--- config.mk ---
export PLATFORM = sky130hd
export DESIGN_NAME = upp_sequencer
export DESIGN_NICKNAME = d
export VERILOG_FILES = /design/src/upp_pkg.sv /design/src/upp_timer.sv /design/src/upp_sequencer.sv
export SDC_FILE = /design/constraint.sdc
export NUM_CORES = 1
export LEC_CHECK = 0
export BUFFER_PORTS_ARGS = -buffer_cell sky130_fd_sc_hd__buf_4
export CORE_ASPECT_RATIO = 0.75
export CORE_UTILIZATION = 61
export CTS_CLUSTER_SIZE = 12
export DETAILED_ROUTE_END_ITERATION = 8
export GPL_ROUTABILITY_DRIVEN = 0
export PLACE_DENSITY = 0.79
export SLEW_MARGIN = 10
export SYNTH_ARGS = -nofsm -noshare
export SYNTH_HDL_FRONTEND = slang
export SYNTH_SLANG_ARGS = --single-unit
--- constraint.sdc ---
create_clock -name MCLK_IN -period 2.41 [get_ports MCLK_IN]
set_clock_uncertainty 0.1 [all_clocks]
set_input_delay 0.241 -clock MCLK_IN [delete_from_list [all_inputs] [get_ports MCLK_IN]]
set_output_delay 0.241 -clock MCLK_IN [all_outputs]
set_load 0.05 [all_outputs]
--- src/upp_pkg.sv ---
// shared constants and types for the usb port protector fault sequencer
// Operation
// - data/logic/bus overvoltage opens power and data switches; code opens gate and data switches, internal switch stays on
// - overvoltage flag only after 20ms persistence
// - bus short pulses limit, 20ms then autoreset
// - autoreset exits after bus above 0.5V 20ms
// - supply under 4.45V opens internal switch, flag 20ms
// - supply under 3.85V kills switches and logic
// - overtemperature kills gate, internal and data switches, immediate flag
// - low limit resistor opens gate and data switches, immediate flag
// - active-low open-drain fault flag
// - switches close only while enable asserted
// - three modes from enable and charger detect
// - disabled mode turns all paths off
// - detect enable and lines low close switch 1
// - dp near 0.6V closes switch 2
// - dp above 2V opens both detect switches
// - reclose switch 1 after 100us both low
package upp_pkg;
	localparam int CLK_HZ = 20_000_000;
	localparam int BLANK_MS = 20;
	localparam int REARM_US = 100;
	localparam int BLANK_CYC = CLK_HZ / 1000 * BLANK_MS;
	localparam int REARM_CYC = (CLK_HZ / 1_000_000) * REARM_US;
	localparam int CNT_W = 20;
	localparam int PULSE_W = 8;
	localparam int PULSE_ON = 16;
	localparam logic ENABLE_ACTIVE_HIGH = 1'b1;

	typedef struct packed {
		logic ov_dline;
		logic ov_logic;
		logic ov_vbus;
		logic short_vbus;
		logic vbus_above_retry;
		logic uv_supply;
		logic uvlo_supply;
		logic over_temp;
		logic temp_cool;
		logic limit_set_pin_short;
		logic dp_high;
		logic dm_high;
		logic dp_low;
		logic dm_low;
		logic dp_src;
	} upp_cmp_s;

	typedef struct packed {
		logic ext_gate_on;
		logic ext_gate_slow;
		logic int_switch_on;
		logic data_switch_on;
		logic pulse_limit;
		logic retry_current;
		logic det_sw1;
		logic det_sw2;
		logic cmp_pos_zero;
		logic logic_active;
	} upp_drv_s;

	typedef enum logic [1:0] {
		UPP_RUN = 2'b00,
		UPP_SHORT = 2'b01,
		UPP_RETRY = 2'b10
	} upp_bus_e;
endpackage

--- src/upp_timer.sv ---
// qualifying-interval counter with restart on lapse
`timescale 1ns/100ps
`default_nettype none
module upp_timer #(
	parameter int LIMIT = 4
) (
	input wire logic clk_in,
	input wire logic rstn_in,
	input wire logic cond_in,
	output logic done_out
);
	logic [upp_pkg::CNT_W-1:0] cnt;
	logic [upp_pkg::CNT_W-1:0] next_cnt;
	localparam logic [upp_pkg::CNT_W-1:0] LIM = upp_pkg::CNT_W'(LIMIT);

	always_comb begin
		next_cnt = cnt;
		if (!cond_in) begin
			next_cnt = '0;
		end else if (cnt != LIM) begin
			next_cnt = cnt + 1'b1;
		end
	end

	always_ff @(posedge clk_in or negedge rstn_in) begin
		if (!rstn_in) begin
			cnt <= '0;
		end else begin
			cnt <= next_cnt;
		end
	end

	assign done_out = cond_in && (cnt == LIM);

	a_timer_restart: assert property (
		@(posedge clk_in) disable iff (!rstn_in)
		!cond_in |=> cnt == '0) else $error("timer did not restart");
endmodule
`default_nettype wire

--- src/upp_sequencer.sv ---
// fault sequencing and charger port detection control
`timescale 1ns/100ps
`default_nettype none
module upp_sequencer #(
	parameter int BLANK_CYC = upp_pkg::BLANK_CYC
) (
	input wire logic MCLK_IN,
	input wire logic RSTN_IN,
	input wire upp_pkg::upp_cmp_s CMP_IN,
	input wire logic ENABLE_IN,
	input wire logic CHARGER_DETECT_ENABLE_IN,
	output var upp_pkg::upp_drv_s DRV_OUT,
	output logic FAULTN_OUT,
	output logic FAULTN_OE_N_OUT,
	output logic [1:0] MODE_OUT
);
	localparam int NB = $bits(upp_pkg::upp_cmp_s) + 2;

	// three-stage sync, change taken when stages 2 and 3 agree
	logic [NB-1:0] s1, s2, s3, q;
	logic [NB-1:0] next_q;
	always_comb begin
		next_q = q;
		for (int i = 0; i < NB; i++) begin
			if (s2[i] == s3[i]) begin
				next_q[i] = s3[i];
			end
		end
	end
	always_ff @(posedge MCLK_IN or negedge RSTN_IN) begin
		if (!RSTN_IN) begin
			s1 <= '0;
			s2 <= '0;
			s3 <= '0;
			q <= '0;
		end else begin
			s1 <= {CMP_IN, ENABLE_IN, CHARGER_DETECT_ENABLE_IN};
			s2 <= s1;
			s3 <= s2;
			q <= next_q;
		end
	end

	upp_pkg::upp_cmp_s c;
	logic en_raw, charger_detect_enable;
	assign c = upp_pkg::upp_cmp_s'(q[NB-1:2]);
	assign en_raw = q[1];
	assign charger_detect_enable = q[0];

	logic en;
	assign en = (en_raw == upp_pkg::ENABLE_ACTIVE_HIGH);

	logic ov_any, uv_mid, ov_done, uv_done, short_done, retry_done, rearm_done;
	logic both_low;
	assign ov_any = c.ov_dline | c.ov_logic | c.ov_vbus;
	assign uv_mid = c.uv_supply & ~c.uvlo_supply;
	assign both_low = c.dp_low & c.dm_low;

	upp_pkg::upp_bus_e bus_st, next_bus_st;

	upp_timer #(.LIMIT(BLANK_CYC)) u_ov (
		.clk_in(MCLK_IN), .rstn_in(RSTN_IN),
		.cond_in(ov_any), .done_out(ov_done));
	upp_timer #(.LIMIT(BLANK_CYC)) u_uv (
		.clk_in(MCLK_IN), .rstn_in(RSTN_IN),
		.cond_in(uv_mid), .done_out(uv_done));
	upp_timer #(.LIMIT(BLANK_CYC)) u_sh (
		.clk_in(MCLK_IN), .rstn_in(RSTN_IN),
		.cond_in(c.short_vbus && bus_st == upp_pkg::UPP_SHORT),
		.done_out(short_done));
	upp_timer #(.LIMIT(BLANK_CYC)) u_rt (
		.clk_in(MCLK_IN), .rstn_in(RSTN_IN),
		.cond_in(c.vbus_above_retry && bus_st == upp_pkg::UPP_RETRY),
		.done_out(retry_done));
	upp_timer #(.LIMIT(upp_pkg::REARM_CYC)) u_ra (
		.clk_in(MCLK_IN), .rstn_in(RSTN_IN),
		.cond_in(both_low), .done_out(rearm_done));

	// bus short state machine
	always_comb begin
		next_bus_st = bus_st;
		unique case (bus_st)
			upp_pkg::UPP_RUN: begin
				if (c.short_vbus) begin
					next_bus_st = upp_pkg::UPP_SHORT;
				end
			end
			upp_pkg::UPP_SHORT: begin
				if (short_done) begin
					next_bus_st = upp_pkg::UPP_RETRY;
				end else if (!c.short_vbus) begin
					next_bus_st = upp_pkg::UPP_RUN;
				end
			end
			upp_pkg::UPP_RETRY: begin
				if (retry_done) begin
					next_bus_st = upp_pkg::UPP_RUN;
				end
			end
			default: next_bus_st = upp_pkg::UPP_RUN;
		endcase
	end

	// thermal latch with hysteresis; pulse counter and slow-start flag
	logic hot, next_hot;
	logic [upp_pkg::PULSE_W-1:0] pcnt, next_pcnt;
	logic slow, next_slow;
	// set above 160C, clear only below 140C
	always_comb begin
		next_hot = hot;
		if (c.over_temp) begin
			next_hot = 1'b1;
		end else if (c.temp_cool) begin
			next_hot = 1'b0;
		end
		next_pcnt = (bus_st == upp_pkg::UPP_SHORT) ? pcnt + 1'b1 : '0;
		// slow gate ramp after recovery, until the bus next leaves run
		next_slow = slow;
		if (retry_done) begin
			next_slow = 1'b1;
		end else if (bus_st == upp_pkg::UPP_RUN && !c.vbus_above_retry) begin
			next_slow = slow;
		end else if (bus_st != upp_pkg::UPP_RUN) begin
			next_slow = 1'b0;
		end
	end

	// charger detection sequencing
	logic sw1, next_sw1, sw2, next_sw2, armed, next_armed;
	logic det_on;
	assign det_on = en & charger_detect_enable & ~c.uvlo_supply;
	always_comb begin
		next_sw1 = sw1;
		next_sw2 = sw2;
		next_armed = armed;
		if (!det_on) begin
			next_sw1 = 1'b0;
			next_sw2 = 1'b0;
			next_armed = 1'b1;
		end else if (c.dp_high | c.dm_high) begin
			// stay disarmed while a line is high
			next_sw1 = 1'b0;
			next_sw2 = 1'b0;
			next_armed = 1'b0;
		end else begin
			// close switch 1 when both lines low
			if (armed && both_low) begin
				next_sw1 = 1'b1;
			end
			if (!armed && rearm_done) begin
				next_armed = 1'b1;
				next_sw1 = 1'b1;
			end
			next_sw2 = sw1 & c.dp_src;
		end
	end

	always_ff @(posedge MCLK_IN or negedge RSTN_IN) begin
		if (!RSTN_IN) begin
			bus_st <= upp_pkg::UPP_RUN;
			hot <= 1'b0;
			pcnt <= '0;
			slow <= 1'b0;
			sw1 <= 1'b0;
			sw2 <= 1'b0;
			armed <= 1'b1;
		end else begin
			bus_st <= next_bus_st;
			hot <= next_hot;
			pcnt <= next_pcnt;
			slow <= next_slow;
			sw1 <= next_sw1;
			sw2 <= next_sw2;
			armed <= next_armed;
		end
	end

	// output decode
	logic fault, kill_ext, kill_int, kill_data;
	upp_pkg::upp_drv_s next_drv;
	logic [1:0] next_mode;
	assign fault = ov_done | uv_done | hot | c.limit_set_pin_short |
		(bus_st == upp_pkg::UPP_RETRY);
	// immediate shutoff on overvoltage, on low resistor
	assign kill_ext = ov_any | hot | c.limit_set_pin_short;
	assign kill_int = c.uv_supply | hot;
	assign kill_data = ov_any | hot | c.limit_set_pin_short | c.uvlo_supply;

	always_comb begin
		next_drv = '0;
		next_drv.logic_active = ~c.uvlo_supply;
		if (en && !c.uvlo_supply) begin
			next_drv.ext_gate_on = ~kill_ext & (bus_st != upp_pkg::UPP_RETRY);
			next_drv.ext_gate_slow = slow;
			next_drv.int_switch_on = ~kill_int &
				(bus_st != upp_pkg::UPP_SHORT ||
				pcnt < upp_pkg::PULSE_W'(upp_pkg::PULSE_ON));
			next_drv.data_switch_on = ~kill_data;
			next_drv.pulse_limit = (bus_st == upp_pkg::UPP_SHORT);
			next_drv.retry_current = (bus_st == upp_pkg::UPP_RETRY);
			next_drv.det_sw1 = sw1;
			next_drv.det_sw2 = sw2;
			next_drv.cmp_pos_zero = ~sw1;
		end
		// mode 0 off, 1 high speed, 2 detect
		next_mode = !en ? 2'h0 : (charger_detect_enable ? 2'h2 : 2'h1);
	end

	always_ff @(posedge MCLK_IN or negedge RSTN_IN) begin
		if (!RSTN_IN) begin
			DRV_OUT <= '0;
			FAULTN_OE_N_OUT <= 1'b1;
			MODE_OUT <= 2'h0;
		end else begin
			DRV_OUT <= next_drv;
			FAULTN_OE_N_OUT <= ~fault;
			MODE_OUT <= next_mode;
		end
	end
	assign FAULTN_OUT = 1'b0;

	a_ov_kills_ext: assert property (
		@(posedge MCLK_IN) disable iff (!RSTN_IN)
		ov_any |=> !DRV_OUT.ext_gate_on && !DRV_OUT.data_switch_on)
		else $error("overvoltage left switch on");
	a_ov_no_early: assert property (
		@(posedge MCLK_IN) disable iff (!RSTN_IN)
		ov_any && !ov_done && !(uv_done | hot | c.limit_set_pin_short) &&
		bus_st != upp_pkg::UPP_RETRY |=> FAULTN_OE_N_OUT)
		else $error("overvoltage flagged early");
	a_short_retry: assert property (
		@(posedge MCLK_IN) disable iff (!RSTN_IN)
		short_done |=> bus_st == upp_pkg::UPP_RETRY)
		else $error("short did not enter autoreset");
	a_pulse_duty: assert property (
		@(posedge MCLK_IN) disable iff (!RSTN_IN)
		bus_st == upp_pkg::UPP_SHORT &&
		pcnt >= upp_pkg::PULSE_W'(upp_pkg::PULSE_ON)
		|=> !DRV_OUT.int_switch_on)
		else $error("pulse limit left switch on");
	a_retry_exit: assert property (
		@(posedge MCLK_IN) disable iff (!RSTN_IN)
		retry_done |=> bus_st == upp_pkg::UPP_RUN)
		else $error("autoreset did not exit");
	a_retry_gate: assert property (
		@(posedge MCLK_IN) disable iff (!RSTN_IN)
		bus_st == upp_pkg::UPP_RETRY
		|=> !DRV_OUT.ext_gate_on && !FAULTN_OE_N_OUT)
		else $error("autoreset left gate on");
	a_uv_int_off: assert property (
		@(posedge MCLK_IN) disable iff (!RSTN_IN)
		c.uv_supply |=> !DRV_OUT.int_switch_on)
		else $error("undervoltage left switch on");
	a_uvlo_dead: assert property (
		@(posedge MCLK_IN) disable iff (!RSTN_IN)
		c.uvlo_supply |=> !DRV_OUT.logic_active && !DRV_OUT.data_switch_on)
		else $error("low supply left logic active");
	a_hot_flag: assert property (
		@(posedge MCLK_IN) disable iff (!RSTN_IN)
		c.over_temp |=> ##1 !FAULTN_OE_N_OUT)
		else $error("overtemperature not flagged");
	a_limit_set_pin_flag: assert property (
		@(posedge MCLK_IN) disable iff (!RSTN_IN)
		c.limit_set_pin_short |=> !FAULTN_OE_N_OUT && !DRV_OUT.ext_gate_on)
		else $error("low resistor not flagged");
	a_mode_decode: assert property (
		@(posedge MCLK_IN) disable iff (!RSTN_IN)
		en && !charger_detect_enable |=> MODE_OUT == 2'h1)
		else $error("pass-through mode not shown");
	a_disabled_off: assert property (
		@(posedge MCLK_IN) disable iff (!RSTN_IN)
		!en |=> DRV_OUT.data_switch_on == 1'b0 && MODE_OUT == 2'h0)
		else $error("disabled but switch on");
	a_sw2_needs_sw1: assert property (
		@(posedge MCLK_IN) disable iff (!RSTN_IN)
		!sw1 |=> !sw2)
		else $error("switch 2 closed without switch 1");
	a_fs_opens: assert property (
		@(posedge MCLK_IN) disable iff (!RSTN_IN)
		c.dp_high |=> !sw1 && !sw2)
		else $error("detect switch stayed closed");
	a_rearm_wait: assert property (
		@(posedge MCLK_IN) disable iff (!RSTN_IN)
		!armed && !rearm_done |=> !sw1)
		else $error("detect switch closed before re-arm");
	c_short_path: cover property (@(posedge MCLK_IN) bus_st == upp_pkg::UPP_RETRY);
	c_charger: cover property (@(posedge MCLK_IN) sw2);
	c_hot: cover property (@(posedge MCLK_IN) hot);
	c_rearm: cover property (@(posedge MCLK_IN) rearm_done && !armed);
endmodule
`default_nettype wire

# [Word-level counts from Yosys, hierarchy flattened]
# Cells that the tools add are included.
[word_totals] reg_bits=196 out_inout_bits=14 word_cells=171
[classes] n_addsub=6 magnitude_cmp=1 n_eq_ne=42 n_mux=33 n_bitwise=24 reduce_logical=21
[ops] cell="$mux W20" count=10
[ops] cell="$add A20 B1 Y20 const B" count=5
[ops] cell="$eq A20 B19 Y1 const B" count=4
[ops] cell="$ne A20 B19 Y1 const B" count=4
[ops] cell="$eq A20 B11 Y1 const B" count=1
[ops] cell="$ne A20 B11 Y1 const B" count=1
[ops] cell="$eq A1 B1 Y1" count=17
[ops] cell="$mux W1" count=14
[ops] cell="$ne A2 B2 Y1 const B" count=7
[ops] cell="$mux W2" count=6
[ops] cell="$logic_and A1 B1 Y1" count=11
[ops] cell="$or A1 B1 Y1" count=11
[ops] cell="$mux W9" count=1
[ops] cell="$add A8 B1 Y8 const B" count=1
[ops] cell="$lt A8 B5 Y1 const B" count=1
[ops] cell="$mux W8" count=1
[ops] cell="$and A1 B1 Y1" count=7
[ops] cell="$ne A2 B1 Y1 const B" count=3
[ops] cell="$not A1 Y1" count=6
[ops] cell="$pmux W2 S3" count=1
[ops] cell="$reduce_bool A2 Y1" count=3
[ops] cell="$ne A4 B1 Y1 const B" count=1
[ops] cell="$logic_not A1 Y1" count=3
[ops] cell="$ne A3 B1 Y1 const B" count=1
[ops] cell="7 further kinds" count=7

# [Logic depth before layout (Yosys ltp)]
[depth] depth_word=8 mapped_depth=6 depth_no_buf=6

# [Modules after synthesis]
# A second synthesis with hierarchy kept.
[hier_totals] cells_unflattened=759 hier_area_um2=8420.6
[modules_own_cells] module="upp_timer at u_ov ..." n_inst=4 cells_per_inst=115 area_per_inst_um2=1091.0 seq_area_each_um2=500.5
[modules_own_cells] module="upp_sequencer" n_inst=1 cells_per_inst=183 area_per_inst_um2=2989.1 seq_area_each_um2=2404.8
[modules_own_cells] module="upp_timer at u_ra" n_inst=1 cells_per_inst=116 area_per_inst_um2=1067.3 seq_area_each_um2=500.5

# [Least setup slack after synthesis]
# Ideal clock, no wire load.
[synth_timing] path_type="reg-to-reg" startpoint="reg u_rt.cnt[0] in the netlist's numbering" endpoint="reg u_rt.cnt[16] in the netlist's numbering" t_arrival_ns=1.997 setup_slack_ns=0.235 stages_incl_launch_ff=7 period_less_slack_ns=2.175 path_cell_list="dfrtp_1 ha_1 and4_4 or4b_1 buf_2 or4_1 a21oi_1"
[synth_between] elab_chain_cells=3
[synth_rtl] item="start: declaration" line="upp_timer.sv:12" text="logic [upp_pkg::CNT_W-1:0] cnt;"
[synth_rtl] item="start signal: assignment" line="upp_timer.sv:29" text="cnt <= next_cnt;"
[synth_rtl] item="$add A20 B1 Y20" line="upp_timer.sv:21" text="next_cnt = cnt + 1'b1;"
[synth_rtl] item="$mux W20" line="upp_timer.sv:20" text="end else if (cnt != LIM) begin"
[synth_rtl] item="$mux W20" line="upp_timer.sv:18" text="if (!cond_in) begin"
# Parallel ways exist; a longest one is shown, timed or not. The select of a mux whose other input is x is not followed.
# A chain may end at the register's enable or synchronous reset.

# [Final worst setup path]
[layout_timing] startpoint="reg u_rt.cnt[1] in the netlist's numbering" endpoint="reg u_rt.cnt[16] in the netlist's numbering"
# Same word-level chain as after synthesis.

==> metrics.md <==
| Metric | Value |
|---|---|
| Result of the run | `finished, final reports clean` |
| DRC | `0` |
| Clock tree root buffer cell | `sky130_fd_sc_hd__clkbuf_16` |
| Count of flip-flops with a built-in enable after synthesis | `0` |
| Number of instances in the synthesized netlist | `~760` |
| Critical path arrival | `2.57 ns` |
| Tightest Pin Transition | `0.7073 ns` |
| Register-to-register setup slack | `0.09 ns` |
| R2r worst-path depth | `5` |
| Horizontal die dimension | `137.1 µm` |
| Final Cell Area | `between 0.009 and 0.01 mm²` |
| Max-slew violation count | `0` |
| Number of levels in the clock H-tree | `4` |
| Leakage power | `4.104 nW` |
| Sink of the worst hold path | `s2[13]` |
| Die height | `between 100 and 150 µm` |
| Instance area at placement | `a little under 0.009 mm²` |
| Syn Nets | `around 800` |
| Kind of launch point of the worst setup path | `register` |
| Via total after detailed routing | `about 6000` |
| Via count of the first global-routing pass | `approximately 6000` |
| Relative area change from synthesis to final layout | `15.33%` |
| Number of rows created at floorplan | `36` |
| Worst hold slack | `0.2487 ns` |
| YS warnings | `0` |
| Filler cell count | `899` |
| Crit Path Category | `register to register` |
| Max cap viols | `0` |
| Launch point of the worst reg-to-reg path | `u_rt.cnt[1]` |
| Antenna violations before repair | `0` |
| Floorplan core area | `between 0.01 and 0.015 mm²` |
| Seq/Total Area, Yosys | `58.76%` |
| Final worst path period need | `2.317 ns` |
| Post-synth design cell area | `around 0.0084 mm²` |
| Hold path depth | `0` |
| Highest-count cells in the layout ignoring fill and taps | `193 x sky130_fd_sc_hd__dfrtp_1, 72 x sky130_fd_sc_hd__nor2_1, 48 x sky130_fd_sc_hd__nand2_1` |
| Slowest CP cell | `sky130_fd_sc_hd__or4_1` |
| Number of hold-slack violations in the final timing report | `0` |
| Leading post-synthesis cells by cell area | `sky130_fd_sc_hd__dfrtp_1 58%, sky130_fd_sc_hd__xor2_1 4.1%, sky130_fd_sc_hd__nor2_1 3.2%, sky130_fd_sc_hd__a21oi_1 2.6%, sky130_fd_sc_hd__nand3_1 2.5%` |
| FF+latch count, synth | `196` |
| Clock buffer count from CTS | `17` |
| Routed Antenna Nets | `0` |
| Delay of the slowest cell on the worst path | `0.58 ns` |
| Violation count after the first detailed-routing iteration | `approximately 380` |
| Worst setup slack after layout | `approximately 0.093 ns` |
| Largest net degree at the start of global routing | `78` |
| Overflow left after global routing | `0` |
| Tot GR Track Use | `a little over a quarter` |
| Ys flop type | `sky130_fd_sc_hd__dfrtp_1` |
| Total half-perimeter wirelength after legalization and detailed placement | `11200 µm` |
| Routed wire per std cell | `between 15 and 20 µm` |
| Most common cell after layout, fill and taps aside | `sky130_fd_sc_hd__dfrtp_1` |
| Element type at the critical path end | `register` |
| Synthesized area divided by synthesized cell count | `roughly 11 µm²` |
| Worst Path Max Fanout | `5` |
| Period utilisation layout | `between 90% and 100%` |
| Number of placed I/O pins | `33` |
| Share of post-route cells with drive strength above 1 | `between 10 and 15%` |
| Reg-to-reg critical path endpoint | `u_rt.cnt[16]` |
| Length of the first detailed-routing pass in iterations | `4` |
| Max Fclk | `0.4316 GHz` |
| Clock insertion delay at the later pin of the skew report | `0.43 ns` |
| Global-route wire length before repair | `roughly 29000 µm` |
| Sum Neg Setup Slack | `0 ns` |
| Unique masters post-synth | `51` |
| Clk sinks | `~200` |
| Number of port buffers | `31` |
| Sequential Area | `approximately 0.0049 mm²` |
| Fraction of registers with async set/reset | `100.0%` |
| Start point of the worst hold path | `s1[13]` |
| Initial Utilization | `between 60% and 70%` |
| Largest area contributor in the synthesized netlist | `sky130_fd_sc_hd__dfrtp_1` |
| Setup slack after placement | `0.02363 ns` |
| Worst min-delay path category | `register to register` |
| Final number of setup-violating endpoints | `0` |
| Via count normalized by instance count | `5.956` |
| CTS max path bufs | `2` |
| RSZ-0062 raised after global routing | `false` |
| Required time of the worst setup path | `2.66 ns` |
| Total detailed-routing wirelength | `roughly 17000 µm` |
| Die Area | `between 0.01 and 0.015 mm²` |
| Power per cell area | `717.1 mW/mm²` |
| IR Drop Worst-Case VDD | `roughly 0.00045 V` |
| Remaining max-slew budget at the tightest pin | `52.73%` |
| Critical path, cell by cell | `ha_2 -> and4_4 -> or4b_4 -> or4_1 -> a21oi_2` |
| Proportion of netlist area held by the largest area contributor | `58.13%` |
| Multi-input gate area | `~0.0033 mm²` |
| Ant diodes | `0` |
| Clock tree from TritonCTS | `built` |
| Number of nets in the layout | `between 800 and 900` |
| Clock transition at the register clock pins on the worst setup and hold paths after CTS | `0.07 ns` |
| Core Util, Final | `between 70% and 80%` |
synthesized netlist by cell type, types with 12 or more instances:
| library cell | count |
|---|---|
| sky130_fd_sc_hd__nor3_1 | 23 |
| sky130_fd_sc_hd__clkbuf_1 | 15 |
| sky130_fd_sc_hd__nand3_1 | 42 |
| sky130_fd_sc_hd__a21oi_1 | 44 |
| sky130_fd_sc_hd__o31ai_1 | 12 |
| sky130_fd_sc_hd__nor4b_1 | 13 |
| sky130_fd_sc_hd__inv_1 | 23 |
| sky130_fd_sc_hd__dfrtp_1 | 194 |
| sky130_fd_sc_hd__nand2_1 | 48 |
| sky130_fd_sc_hd__xor2_1 | 39 |
| sky130_fd_sc_hd__nand4_1 | 23 |
| sky130_fd_sc_hd__or4_1 | 25 |
| sky130_fd_sc_hd__and4_1 | 16 |
| sky130_fd_sc_hd__or3_1 | 13 |
| sky130_fd_sc_hd__and3_1 | 12 |
| sky130_fd_sc_hd__nor2_1 | 72 |
| sky130_fd_sc_hd__maj3_1 | 17 |
| sky130_fd_sc_hd__xnor2_1 | 14 |
| sky130_fd_sc_hd__o21ai_0 | 21 |
repair_timing:
item / in CTS / in global routing
endpoints found under the hold margin: 88 / 0
setup buffers: 0 / 1
gates resized for setup: 0 / 4
endpoints found under the setup margin: 0 / 1
hold buffers: 18 / 0
worst max-delay path, delay by kind of cell (launching register included):
kind	cells	cell delay (ns)
adder cells (fa/ha/maj)	1	0.22
AND/OR/NAND/NOR	3	1.33
AO/OA/AOI/OAI	1	0.19
flip-flops	1	0.40
logic make-up (layout without fill, tap and decap cells):
family	count (synthesis)	in the layout	synth area share, %
buf+inv	43	116	2.007
fa+ha+maj	28	28	3.685
flops	196	196	58.76
mux	2	2	0.2397
compound gates	97	97	6.861
simple gates	341	341	22.85
other cells	1	1	0.04490
xor+xnor	53	53	5.558
registers in the layout, summed over array words and instances (netlist names):
register / cells
u_ov.cnt: 20
u_ra.cnt: 20
u_rt.cnt: 20
u_sh.cnt: 20
u_uv.cnt: 20
q: 17
s1: 17
s2: 17
s3: 17
DRV_OUT: 10
pcnt: 8
MODE_OUT: 2
bus_st: 2
FAULTN_OE_N_OUT: 1
armed: 1
hot: 1
slow: 1
sw1: 1
sw2: 1
where the power goes:
part           switching, mW  total, mW  leakage [nW]  internal [mW]
clock network           1.20       2.82         0.290           1.63
registers              0.149       3.58          2.55           3.43
logic                  0.302      0.500          1.27          0.198
per-layer routing:
layer | GRT usage (%) | vias up | wire length (µm)
met1 | 35.56 | 2983 | 7869
met4 | 8.876 | 0 | 224
met5 | 0 | - | 0
met2 | 43.90 | 129 | 8314
met3 | 5.653 | 22 | 647
li1 | - | 2852 | -
how the worst max path moves through the flow:
| stage | startpoint | end | slack (ns) | depth (start not counted) |
|---|---|---|---|---|
| 2_1_floorplan | u_rt.cnt[0] | u_rt.cnt[16] | 0.23 | 6 |
| 3_3_place_gp | u_rt.cnt[0] | u_rt.cnt[16] | 0.21 | 5 |
| 3_5_place_dp | u_rt.cnt[0] | u_rt.cnt[16] | 0.02 | 5 |
| 4_1_cts | u_rt.cnt[1] | u_rt.cnt[16] | 0.02 | 5 |
| 5_1_grt | u_rt.cnt[1] | u_rt.cnt[16] | 0.04 | 5 |
| 6_report | u_rt.cnt[1] | u_rt.cnt[16] | 0.09 | 5 |
final cells by class:
class,count,area share (%)
Timing Repair Buffer,61,5.547
Multi-Input combinational cell,522,34.18
Inverter,23,0.8963
Sequential cell,196,50.96
Tap cell,171,2.221
Clock inverter,9,1.234
Clock buffer,23,4.962
per-stage QoR:
| stage | instances | power [mW] |
|---|---|---|
| floorplan | 761 | 3.888 |
| global placement | 954 | 4.077 |
| detailed placement | 954 | 4.117 |
| CTS | 1004 | 6.970 |
| global route | 1005 | 7.178 |
| finish | 1005 | 6.907 |
Note: power is estimated with default switching activity, not from simulation.
